**config.mk**
```make
export PLATFORM = sky130hd
export DESIGN_NAME = clmp_top
export DESIGN_NICKNAME = d
export VERILOG_FILES = /design/src/inc/clmp_pkg.sv /design/src/design/clmp_sync.sv /design/src/design/clmp_motpot.sv /design/src/design/clmp_top.sv
export SDC_FILE = /design/constraint.sdc
export NUM_CORES = 1
export LEC_CHECK = 0
export ABC_AREA = 1
export BUFFER_PORTS_ARGS = -buffer_cell sky130_fd_sc_hd__clkbuf_2
export CORE_ASPECT_RATIO = 0.8
export CORE_MARGIN = 3
export CORE_UTILIZATION = 60
export CTS_CLUSTER_SIZE = 8
export DETAILED_ROUTE_END_ITERATION = 8
export GPL_ROUTABILITY_DRIVEN = 0
export PLACE_DENSITY = 0.92
export RECOVER_POWER = 50
export SETUP_SLACK_MARGIN = 0.1
export SLEW_MARGIN = 10
export SYNTH_ARGS = -nofsm -noshare
export SYNTH_HDL_FRONTEND = slang
export SYNTH_SLANG_ARGS = --single-unit
```
**constraint.sdc**
```tcl
create_clock -name clk_sys -period 14.2 [get_ports clk_sys]
set_clock_uncertainty 0.1 [all_clocks]
set_input_delay 4.26 -clock clk_sys [delete_from_list [all_inputs] [get_ports clk_sys]]
set_output_delay 4.26 -clock clk_sys [all_outputs]
set_load 0.02 [all_outputs]
```
**src/inc/clmp_pkg.sv**
```systemverilog
/*
  constants, types and carriers for the control location and motor
  potentiometer block; assumes one 20 MHz clock and a power-on reset
*/
// Summary of operation
// - off mode keeps the drive stopped
// - hand entry copies drive reference, runs drive
// - restart during panel loss fault selects auto
// - local control obeys panel keys only
// - local disable bit blocks entering local
// - panel loss reaction selectable, local only
// - two external locations, own start/stop sources
// - operating mode chosen per external location
// - one binary source picks external location
// - reference source chosen per operating mode
// - local modes follow vector or scalar control
// - pot counter raised and lowered by signals
// - enabling pot loads configured initial value
// - pot value retained or reset per mode
// - pot rate is span over ramp time
// - up and down together hold value
// - pot output selectable as reference source
// - hand key in off starts, enters hand
// - hand key in external keeps drive running
// - off key stops, enters off unless local disabled
// - auto key in local selects external
package clmp_pkg;
  // ------------------------------------------------------------------
  // widths and timing
  // ------------------------------------------------------------------
  localparam int CLK_HZ       = 20_000_000;      // clk_sys rate
  localparam int TICK_US      = 1000;            // ramp time unit, us
  localparam int TICK_CYC_DEF = CLK_HZ / 1_000_000 * TICK_US;
  localparam int TCNT_W       = 16;              // tick counter width
  localparam int DIN_W        = 6;               // digital input pins
  localparam int FB_W         = 16;              // fieldbus word bits
  localparam int BIN_W        = DIN_W + FB_W;    // binary source pool
  localparam int IDX_W        = 5;               // binary source index
  localparam int REF_W        = 16;              // reference word
  localparam int REF_N_DEF    = 4;               // external refs
  localparam int RSEL_W       = 3;               // ref selector index

  // ------------------------------------------------------------------
  // enumerations
  // ------------------------------------------------------------------
  typedef enum logic [2:0] {
    LOC_OFF  = 3'h1,   // local, off mode
    LOC_HAND = 3'h2,   // local, hand mode
    LOC_EXT  = 3'h4    // external control
  } clmp_loc_t;

  typedef enum logic [1:0] {
    OM_SPEED  = 2'h0,
    OM_TORQUE = 2'h1,
    OM_FREQ   = 2'h2
  } clmp_om_t;

  localparam logic [1:0] LA_NONE  = 2'h0; // ignore loss
  localparam logic [1:0] LA_FAULT = 2'h1; // trip and stop
  localparam logic [1:0] LA_LAST  = 2'h2; // hold last reference
  localparam logic [1:0] LA_SAFE  = 2'h3; // run at safe reference

  localparam logic [1:0] MPF_OFF    = 2'h0; // pot disabled
  localparam logic [1:0] MPF_RETAIN = 2'h1; // keep over power cycle
  localparam logic [1:0] MPF_RESET  = 2'h2; // reload over power cycle

  localparam logic [REF_W-1:0] REF_ZERO = 16'h0000;

  // ------------------------------------------------------------------
  // carriers
  // ------------------------------------------------------------------
  typedef struct packed {
    logic hand;        // hand key press, one cycle
    logic off;         // off key press, one cycle
    logic auto_k;      // auto key press, one cycle
  } clmp_key_t;

  typedef struct packed {
    logic                          local_dis;  // block local entry
    logic [1:0]                    loss_act;   // panel loss reaction
    clmp_om_t                      local_mode; // local operating mode
    logic                          scalar;     // 1 scalar, 0 vector
    logic [IDX_W-1:0]              ext_sel;    // second location source
    logic [1:0][IDX_W-1:0]         ext_start;  // start source per ext
    logic [1:0][IDX_W-1:0]         ext_stop;   // stop source per ext
    logic [1:0][1:0]               ext_mode;   // op mode per ext
    logic [2:0][RSEL_W-1:0]        ref_src;    // ref source per mode
    logic [REF_W-1:0]              safe_ref;   // loss safe reference
    logic [1:0]                    mp_func;    // pot function mode
    logic [IDX_W-1:0]              mp_up;      // pot up source
    logic [IDX_W-1:0]              mp_dn;      // pot down source
    logic [REF_W-1:0]              mp_init;    // pot initial value
    logic [REF_W-1:0]              mp_min;     // pot minimum
    logic [REF_W-1:0]              mp_max;     // pot maximum
    logic [REF_W-1:0]              mp_ramp;    // pot ramp time, ms
  } clmp_cfg_t;
endpackage : clmp_pkg

```
**src/design/clmp_sync.sv**
```systemverilog
/*
  three-stage input synchroniser for pins; output changes only when
  stages two and three agree; assumes pins are asynchronous to clk_sys
*/
`timescale 1ns/1ps
module clmp_sync
  import clmp_pkg::*;
#(
  parameter int W = DIN_W
) (
  // clock and reset
  input  wire logic         clk_sys,
  input  wire logic         rst,
  // pins in, clean levels out
  input  wire logic [W-1:0] pin,
  output logic      [W-1:0] lvl
);
  // ------------------------------------------------------------------
  // state
  // ------------------------------------------------------------------
  typedef struct packed {
    logic [W-1:0] s1;   // metastable stage, read by s2 only
    logic [W-1:0] s2;
    logic [W-1:0] s3;
    logic [W-1:0] q;    // accepted level
  } clmp_sync_t;

  clmp_sync_t q, next_q;

  // shift and accept a bit once two settled stages agree
  always_comb begin
    next_q    = q;
    next_q.s1 = pin;
    next_q.s2 = q.s1;
    next_q.s3 = q.s2;
    next_q.q  = (q.s2 & q.s3) | (q.q & (q.s2 ^ q.s3));
  end

  // register
  always_ff @(posedge clk_sys or posedge rst) begin
    if (rst) begin
      q <= '0;
    end else begin
      q <= next_q;
    end
  end

  assign lvl = q.q;
endmodule : clmp_sync

```
**src/design/clmp_motpot.sv**
```systemverilog
/*
  motor potentiometer counter with ramped rate and saturation; assumes
  a one-cycle tick every ramp time unit and a nonvolatile saved value
*/
`timescale 1ns/1ps
module clmp_motpot
  import clmp_pkg::*;
(
  // clock and reset
  input  wire logic             clk_sys,
  input  wire logic             rst,
  // control
  input  wire logic             tick,    // one pulse per ms
  input  wire logic [1:0]       func,    // pot function mode
  input  wire logic             up,
  input  wire logic             dn,
  // limits and values
  input  wire logic [REF_W-1:0] init_v,
  input  wire logic [REF_W-1:0] min_v,
  input  wire logic [REF_W-1:0] max_v,
  input  wire logic [REF_W-1:0] ramp_ms,
  input  wire logic [REF_W-1:0] saved,   // value kept over power loss
  // result
  output logic      [REF_W-1:0] value
);
  // ------------------------------------------------------------------
  // state
  // ------------------------------------------------------------------
  typedef struct packed {
    logic [REF_W-1:0] val;    // counter value
    logic [REF_W:0]   acc;    // rate accumulator
    logic             was_en; // enabled last cycle
    logic             fresh;  // no enable since power-up
  } clmp_mp_t;

  clmp_mp_t         q, next_q;
  logic [REF_W-1:0] span;     // max minus min
  logic             en;

  assign en   = (func != MPF_OFF);
  assign span = (max_v > min_v) ? max_v - min_v : REF_ZERO;

  // counter: acc gains span per ms and pays ramp per unit step, so the
  // full span takes exactly the ramp time
  always_comb begin
    next_q = q;
    if (!en) begin
      next_q.was_en = 1'b0;
      next_q.acc    = '0;
    end else if (!q.was_en) begin
      next_q.was_en = 1'b1;
      next_q.fresh  = 1'b0;
      next_q.acc    = '0;
      // first enable after power-up may restore the saved value
      if (q.fresh && func == MPF_RETAIN) begin
        next_q.val = saved;
      end else begin
        next_q.val = init_v;
      end
    end else if (up == dn) begin
      next_q.acc = '0;
    end else if (ramp_ms == REF_ZERO) begin
      next_q.val = up ? max_v : min_v;           // zero ramp jumps
    end else if ((up && q.val >= max_v) || (dn && q.val <= min_v)) begin
      next_q.val = up ? max_v : min_v;
      next_q.acc = '0;
    end else if (q.acc >= {1'b0, ramp_ms}) begin
      next_q.acc = q.acc - {1'b0, ramp_ms};
      next_q.val = up ? q.val + 16'h0001
                      : q.val - 16'h0001;
    end else if (tick) begin
      next_q.acc = q.acc + {1'b0, span};
    end
  end

  // register; fresh marks the power cycle
  always_ff @(posedge clk_sys or posedge rst) begin
    if (rst) begin
      q <= '{val: '0, acc: '0, was_en: 1'b0, fresh: 1'b1};
    end else begin
      q <= next_q;
    end
  end

  assign value = q.val;
endmodule : clmp_motpot

```
**src/design/clmp_top.sv**
```systemverilog
/*
  control location selection (off, hand, external one and two) with
  reference and run command steering and a motor potentiometer;
  assumes key presses and panel link status come from same-clock panel
  logic, digital inputs are asynchronous pins
*/
`timescale 1ns/1ps
module clmp_top
  import clmp_pkg::*;
#(
  parameter int TICK_CYC = TICK_CYC_DEF,  // cycles per ms
  parameter int REF_N    = REF_N_DEF      // external reference words
) (
  // clock and reset
  input  wire logic                        clk_sys,
  input  wire logic                        rst,
  // control panel
  input  wire clmp_key_t                   key,
  input  wire logic                        panel_link_ok,
  input  wire logic                        panel_ref_wr,
  input  wire logic [REF_W-1:0]            panel_ref,
  // drive logic
  input  wire logic                        restart,
  input  wire logic                        fault_reset,
  // external sources
  input  wire logic [DIN_W-1:0]            din_pin,
  input  wire logic [FB_W-1:0]             fb_cw,
  input  wire logic [REF_N-1:0][REF_W-1:0] ref_in,
  input  wire logic [REF_W-1:0]            mp_saved,
  // configuration
  input  wire clmp_cfg_t                   cfg,
  // status and commands
  output logic                             run_cmd,
  output logic                             loc_off,
  output logic                             loc_hand,
  output logic                             loc_ext,
  output logic                             second_loc_active,
  output logic [1:0]                       op_mode,
  output logic [RSEL_W-1:0]                ref_src,
  output logic [REF_W-1:0]                 ref_out,
  output logic                             panel_loss_fault,
  output logic [REF_W-1:0]                 mp_value
);
  // ------------------------------------------------------------------
  // state
  // ------------------------------------------------------------------
  typedef struct packed {
    clmp_loc_t         loc;       // control location
    logic              ext_run;   // external start latch
    logic              st_prev;   // start source, last cycle
    logic              e2;        // second external location active
    logic              run;       // run command
    logic              loss_flt;  // panel loss fault, sticky
    logic [1:0]        om;        // operating mode
    logic [RSEL_W-1:0] rsel;      // reference selector in use
    logic [REF_W-1:0]  local_ref; // hand mode reference
    logic [REF_W-1:0]  ref_v;     // drive reference
    logic [TCNT_W-1:0] tcnt;      // ms divider
    logic              tick;      // ms pulse
  } clmp_st_t;

  clmp_st_t         q, next_q;
  logic [DIN_W-1:0] din;          // synchronised inputs
  logic [BIN_W-1:0] bin;          // binary source pool
  logic             e2_sel;       // location select source
  logic             st_src;       // start of active location
  logic             sp_src;       // stop of active location
  logic             local_c;      // next location is local
  logic             lost;         // panel link lost in local
  logic [REF_W-1:0] sel_ref;      // reference from selectors

  // ------------------------------------------------------------------
  // sources
  // ------------------------------------------------------------------
  clmp_sync #(.W(DIN_W)) u_sync (
    .clk_sys (clk_sys),
    .rst     (rst),
    .pin     (din_pin),
    .lvl     (din)
  );

  assign bin = {fb_cw, din};

  // out-of-range index reads as an inactive source
  function automatic logic pick(input logic [BIN_W-1:0] v,
                                input logic [IDX_W-1:0] i);
    pick = (int'(i) < BIN_W) ? v[i] : 1'b0;
  endfunction : pick

  clmp_motpot u_mp (
    .clk_sys (clk_sys),
    .rst     (rst),
    .tick    (q.tick),
    .func    (cfg.mp_func),
    .up      (pick(bin, cfg.mp_up)),
    .dn      (pick(bin, cfg.mp_dn)),
    .init_v  (cfg.mp_init),
    .min_v   (cfg.mp_min),
    .max_v   (cfg.mp_max),
    .ramp_ms (cfg.mp_ramp),
    .saved   (mp_saved),
    .value   (mp_value)
  );

  // external selectors
  always_comb begin
    e2_sel = pick(bin, cfg.ext_sel);
    st_src = pick(bin, cfg.ext_start[e2_sel]);
    sp_src = pick(bin, cfg.ext_stop[e2_sel]);
  end

  // ------------------------------------------------------------------
  // next state
  // ------------------------------------------------------------------
  always_comb begin
    next_q         = q;
    next_q.st_prev = st_src;
    next_q.e2      = e2_sel;
    // ms divider
    next_q.tick    = 1'b0;
    if (int'(q.tcnt) >= TICK_CYC - 1) begin
      next_q.tcnt = '0;
      next_q.tick = 1'b1;
    end else begin
      next_q.tcnt = q.tcnt + 16'h0001;
    end

    // location machine; off beats hand beats auto
    case (q.loc)
      LOC_OFF: begin
        if (key.off) begin
          next_q.loc = LOC_OFF;
        end else if (key.hand) begin
          next_q.loc       = LOC_HAND;
          next_q.local_ref = q.ref_v;
        end else if (key.auto_k) begin
          next_q.loc = LOC_EXT;
        end
      end
      LOC_HAND: begin
        if (key.off) begin
          next_q.loc = LOC_OFF;
        end else if (key.auto_k) begin
          next_q.loc = LOC_EXT;
        end
      end
      LOC_EXT: begin
        if (key.off) begin
          next_q.ext_run = 1'b0;
          if (!cfg.local_dis) begin
            next_q.loc = LOC_OFF;
          end
        end else if (key.hand && !cfg.local_dis) begin
          next_q.loc       = LOC_HAND;
          next_q.local_ref = q.ref_v;
        end
      end
      default: begin
        next_q.loc = LOC_OFF;
      end
    endcase

    // a restart while tripped on panel loss hands control to auto
    if (restart && q.loss_flt) begin
      next_q.loc = LOC_EXT;
    end

    // external start latch, stop wins; fresh latch on entry
    if (next_q.loc != LOC_EXT || q.loc != LOC_EXT) begin
      next_q.ext_run = 1'b0;
    end else if (sp_src) begin
      next_q.ext_run = 1'b0;
    end else if (st_src && !q.st_prev) begin
      next_q.ext_run = 1'b1;
    end

    // panel loss reaction only acts in local; set wins over clear
    if (fault_reset) begin
      next_q.loss_flt = 1'b0;
    end
    if (lost && cfg.loss_act == LA_FAULT) begin
      next_q.loss_flt = 1'b1;
    end

    // panel reference write, honoured only in hand with a live link
    if (q.loc == LOC_HAND && next_q.loc == LOC_HAND && panel_ref_wr
        && panel_link_ok) begin
      next_q.local_ref = panel_ref;
    end

    // operating mode
    local_c = (next_q.loc != LOC_EXT);
    if (local_c) begin
      if (cfg.scalar) begin
        next_q.om = OM_FREQ;
      end else if (cfg.local_mode == OM_TORQUE) begin
        next_q.om = OM_TORQUE;
      end else begin
        next_q.om = OM_SPEED;
      end
    end else begin
      next_q.om = cfg.ext_mode[e2_sel];
    end
    next_q.rsel = cfg.ref_src[next_q.om];

    // run command: panel alone steers local, sources steer external
    case (next_q.loc)
      LOC_OFF:  next_q.run = 1'b0;
      LOC_HAND: next_q.run = !next_q.loss_flt;
      LOC_EXT:  next_q.run = next_q.ext_run;
      default:  next_q.run = 1'b0;
    endcase

    // reference
    if (local_c && lost && cfg.loss_act == LA_LAST) begin
      next_q.ref_v = q.ref_v;
    end else if (local_c && lost && cfg.loss_act == LA_SAFE) begin
      next_q.ref_v = cfg.safe_ref;
    end else if (local_c) begin
      next_q.ref_v = next_q.local_ref;
    end else begin
      next_q.ref_v = sel_ref;
    end
  end

  assign lost = (q.loc != LOC_EXT) && !panel_link_ok;

  // reference selector; the index past the inputs is the pot
  always_comb begin
    if (int'(cfg.ref_src[cfg.ext_mode[e2_sel]]) < REF_N) begin
      sel_ref = ref_in[cfg.ref_src[cfg.ext_mode[e2_sel]]];
    end else if (int'(cfg.ref_src[cfg.ext_mode[e2_sel]]) == REF_N) begin
      sel_ref = mp_value;
    end else begin
      sel_ref = REF_ZERO;
    end
  end

  // register; power-up in external with no run latched
  always_ff @(posedge clk_sys or posedge rst) begin
    if (rst) begin
      q     <= '0;
      q.loc <= LOC_EXT;
    end else begin
      q <= next_q;
    end
  end

  // ------------------------------------------------------------------
  // outputs
  // ------------------------------------------------------------------
  assign run_cmd          = q.run;
  assign loc_off          = (q.loc == LOC_OFF);
  assign loc_hand         = (q.loc == LOC_HAND);
  assign loc_ext          = (q.loc == LOC_EXT);
  assign second_loc_active = q.e2;
  assign op_mode          = q.om;
  assign ref_src          = q.rsel;
  assign ref_out          = q.ref_v;
  assign panel_loss_fault = q.loss_flt;
endmodule : clmp_top

```
==> impl_metrics.prom <==
# TYPE chip_impl_metric gauge
chip_impl_info{name="outcome",value="finished with violations"} 1
chip_impl_metric{name="height_of_the_chip",unit="um"} 135
chip_impl_metric{name="grt_antenna_before_repair",unit=""} 1
chip_impl_metric{name="cts_setup_buffers",unit=""} 0
chip_impl_metric{name="maxSlewViolCount",unit=""} 124
chip_impl_metric{name="postSynthCellCount",unit=""} 1865
chip_impl_metric{name="final.min_clock_period",unit="ns"} 8.98
chip_impl_metric{name="power.ir.vdd_worst",unit="mV"} 0.0905
chip_impl_metric{name="timing.slew.headroom",unit=""} -1.50
chip_impl_info{name="startpoint_type",value="primary input"} 1
chip_impl_metric{name="placementRows",unit=""} 46
chip_impl_metric{name="cap_violations",unit=""} 2
chip_impl_info{name="synth_top_cell_by_area",value="dfrtp_1"} 1
chip_impl_metric{name="cts_hold_buffers",unit=""} 0
chip_impl_metric{name="power.density_cell_area",unit="nW/um^2"} 148
chip_impl_metric{name="syn_to_final_growth",unit="%"} 14.5
chip_impl_metric{name="first_global_vias",unit=""} 13200
chip_impl_metric{name="grt_pass1_wl",unit="um"} 63500
chip_impl_metric{name="place.detailed.hpwl",unit="um"} 31000
chip_impl_metric{name="finalHoldViolCount",unit=""} 0
chip_impl_metric{name="grt.overflow.total",unit=""} 0
chip_impl_info{name="hold_path_class",value="reg2reg"} 1
chip_impl_metric{name="critPathMaxFanout",unit=""} 67
chip_impl_metric{name="synthDominantCellAreaShare",unit=""} 0.238
chip_impl_metric{name="cts_resized",unit=""} 0
chip_impl_metric{name="worst_endpoint_data_arrival_time",unit="ns"} 8.56
chip_impl_metric{name="number_of_enable_type_register_cells_in_the_synthesized_netlist",unit=""} 0
chip_impl_info{name="failed_checks",value="capacitance limit, slew limit"} 1
chip_impl_metric{name="fill_cell_total_of_the_finished_layout",unit=""} 1704
chip_impl_metric{name="synth_sequential_area_ratio",unit=""} 0.242
chip_impl_metric{name="ys_warn_count",unit=""} 0
chip_impl_metric{name="chipWidth",unit="um"} 167
chip_impl_metric{name="syn_area_per_cell",unit="um^2"} 6.71
chip_impl_info{name="rsz_0062_raised_after_global_routing",value="no"} 1
chip_impl_metric{name="tritoncts_num_sinks",unit=""} 121
chip_impl_metric{name="multi_input_comb_area",unit="um^2"} 7950
chip_impl_metric{name="tightest_slew",unit="ns"} 3.75
chip_impl_metric{name="post_drt_via_cell_ratio",unit=""} 5.84
chip_impl_metric{name="ff_latch_area",unit="um^2"} 3030
chip_impl_info{name="clock-root-buffer",value="clkbuf_16"} 1
chip_impl_metric{name="max_clock_freq",unit="MHz"} 111
chip_impl_metric{name="overall_die_area",unit="um^2"} 22600
chip_impl_metric{name="worstPathRequired",unit="ns"} 13.77
chip_impl_metric{name="floorplan.initialDensity",unit=""} 0.621
chip_impl_metric{name="r2r_slack",unit="ns"} 9.63
chip_impl_metric{name="global_route.usage.total",unit=""} 0.341
chip_impl_metric{name="synthesis.nets",unit=""} 2233
chip_impl_metric{name="post_synth_instance_area",unit="um^2"} 12500
chip_impl_metric{name="clkSlewWorstSetupHoldPaths",unit="ns"} 0.06
chip_impl_metric{name="synth.distinct_cells",unit=""} 59
chip_impl_info{name="cts_tree",value="yes"} 1
chip_impl_metric{name="drt-initial-drc-count",unit=""} 1614
chip_impl_metric{name="tritoncts.num_buffers",unit=""} 17
chip_impl_info{name="setup.worst_path.end_class",value="async pin"} 1
chip_impl_metric{name="buffer_ports.inserted",unit=""} 305
chip_impl_metric{name="antenna-diode-count",unit=""} 0
chip_impl_metric{name="total_of_flip_flops_plus_latches_after_synthesis",unit=""} 121
chip_impl_metric{name="cts_max_level",unit=""} 4
chip_impl_metric{name="pin_count",unit=""} 306
chip_impl_metric{name="cts.path.max_buffers",unit=""} 2
chip_impl_metric{name="post_layout_nonfiller_instances",unit=""} 2383
chip_impl_metric{name="final_layout_size_suffix_gt1_frac",unit=""} 0.189
chip_impl_info{name="yosys-top-cells-area",value="dfrtp_1, nand2_1, ha_1, inv_1, nand3_1"} 1
chip_impl_metric{name="route.detailed.wl_per_inst",unit="um"} 16.8
chip_impl_metric{name="setup_tns",unit="ns"} 0
chip_impl_metric{name="total_instance_count_after_detailed_placement",unit=""} 2351
chip_impl_metric{name="clock_insertion_delay_worst_skew",unit="ns"} 0.44
chip_impl_metric{name="detail_route.wirelength",unit="um"} 40100
chip_impl_metric{name="ant_nets",unit=""} 0
chip_impl_metric{name="core-area",unit="um^2"} 20100
chip_impl_info{name="commonest_register_cell_after_synthesis",value="dfrtp_1"} 1
chip_impl_metric{name="finalNetCount",unit=""} 2474
chip_impl_metric{name="final_min_period_over_clock_period",unit=""} 0.633
chip_impl_metric{name="routed_vias",unit=""} 13900
chip_impl_metric{name="cellLeakagePower",unit="nW"} 7.86
chip_impl_metric{name="pin_count_of_the_biggest_net_entering_global_routing",unit=""} 68
chip_impl_metric{name="drt_first_pass_iters",unit=""} 6
chip_impl_metric{name="final-setup-viol-count",unit=""} 0
chip_impl_metric{name="synth-async-reset-ratio",unit=""} 1.00
chip_impl_info{name="setup.worst_path.class",value="in2async"} 1
chip_impl_metric{name="drc",unit=""} 0
## cell type report
type,count,area share
tap,264,0.0231
inverter,249,0.0657
sequential,121,0.212
clock buffer,17,0.0297
clock inverter,15,0.00909
timing repair buffer,310,0.105
multi-input combinational,1407,0.555
## Yosys cell counts (all sizes together), types with 7 or more instances
cell,number
nand2,505
inv,247
nand3,174
a21oi,139
nor2,124
dfrtp,119
o21ai,117
ha,101
buf,69
o211ai,46
nor3,32
xor2,29
clkbuf,19
xnor2,19
a31oi,18
or2,17
nand4,14
a21o,12
nor3b,9
o21bai,7
## path summary, 6_finish.rpt
path                              startpoint                end  cells after the start
hold / removal             u_sync.next_q[15]   u_sync.next_q[9]                      0
hold reg to reg            u_sync.next_q[15]   u_sync.next_q[9]                      0
min in group asynchronous                rst  u_sync.next_q[12]                      2
max in group clk_sys                 cfg[16]         u_mp.q[18]                     34
setup / recovery                         rst         ref_out[6]                      3
setup reg to reg                       q[61]        ref_out[14]                     14
## worst max-delay path: stages
cell and delay, ns:
clkbuf_1 0.08, clkinvlp_2 1.43, clkbuf_1 2.73
## cells in the final DEF, fill, tap and decap left out, types with 9 or more instances in the layout
master,count
a21o_1,12
a21oi_1,137
a31oi_1,18
clkbuf_1,42
clkbuf_16,17
clkbuf_2,264
dfrtp_1,119
ha_1,101
inv_1,229
inv_2,15
nand2_1,481
nand2_2,19
nand3_1,163
nand4_1,13
nor2_1,122
nor3_1,28
nor3b_1,9
o211ai_1,24
o211ai_2,22
o21ai_0,109
or2_2,10
xnor2_1,19
xor2_1,29
## through the flow
stage	cell area (um^2)	setup slack (ns)	hold WS (ns)	util	total power, mW
2_1_floorplan	12500	5.63	0.231	-	1.43
3_3_place_gp	13800	5.39	0.234	0.686	1.64
3_5_place_dp	13800	5.22	0.237	0.686	1.68
4_1_cts	14400	5.58	0.249	0.714	2.11
5_1_grt	14300	4.32	0.258	0.711	2.28
6_report	14300	5.22	0.244	0.711	2.12
## cells by family after synthesis
kind of cell,Yosys count,share of synthesized area
AO/OA/AOI/OAI,364,0.177
buffers and inverters,337,0.122
XOR/XNOR,48,0.0336
adder cells (fa/ha/maj),105,0.107
multiplexers,1,0.000800
flip-flops,121,0.242
other,1,0.000300
AND/OR/NAND/NOR,888,0.317
## state kept, by name (all words and copies together) (netlist names), 2 cells and up
register,count
u_sync.q,6
op_mode,2
u_sync.next_q,12
u_mp.value,16
u_mp.q,19
ref_out,16
u_sync.lvl,6
ref_src,3
q,38
## per-layer routing
metal  vias up  wire, um  GRT usage
met5         -        13          0
met4         2      1900      0.161
met3       169      4060     0.0610
met2       857     18100      0.553
met1      6241     16000      0.446
li1       6641         -          -
## power breakdown
part	switching, mW	internal, mW
clock	0.191	0.230
sequential	0.103	0.438
combinational	0.741	0.420
total	1.03	1.09
Note: power is estimated with default switching activity, not from simulation.
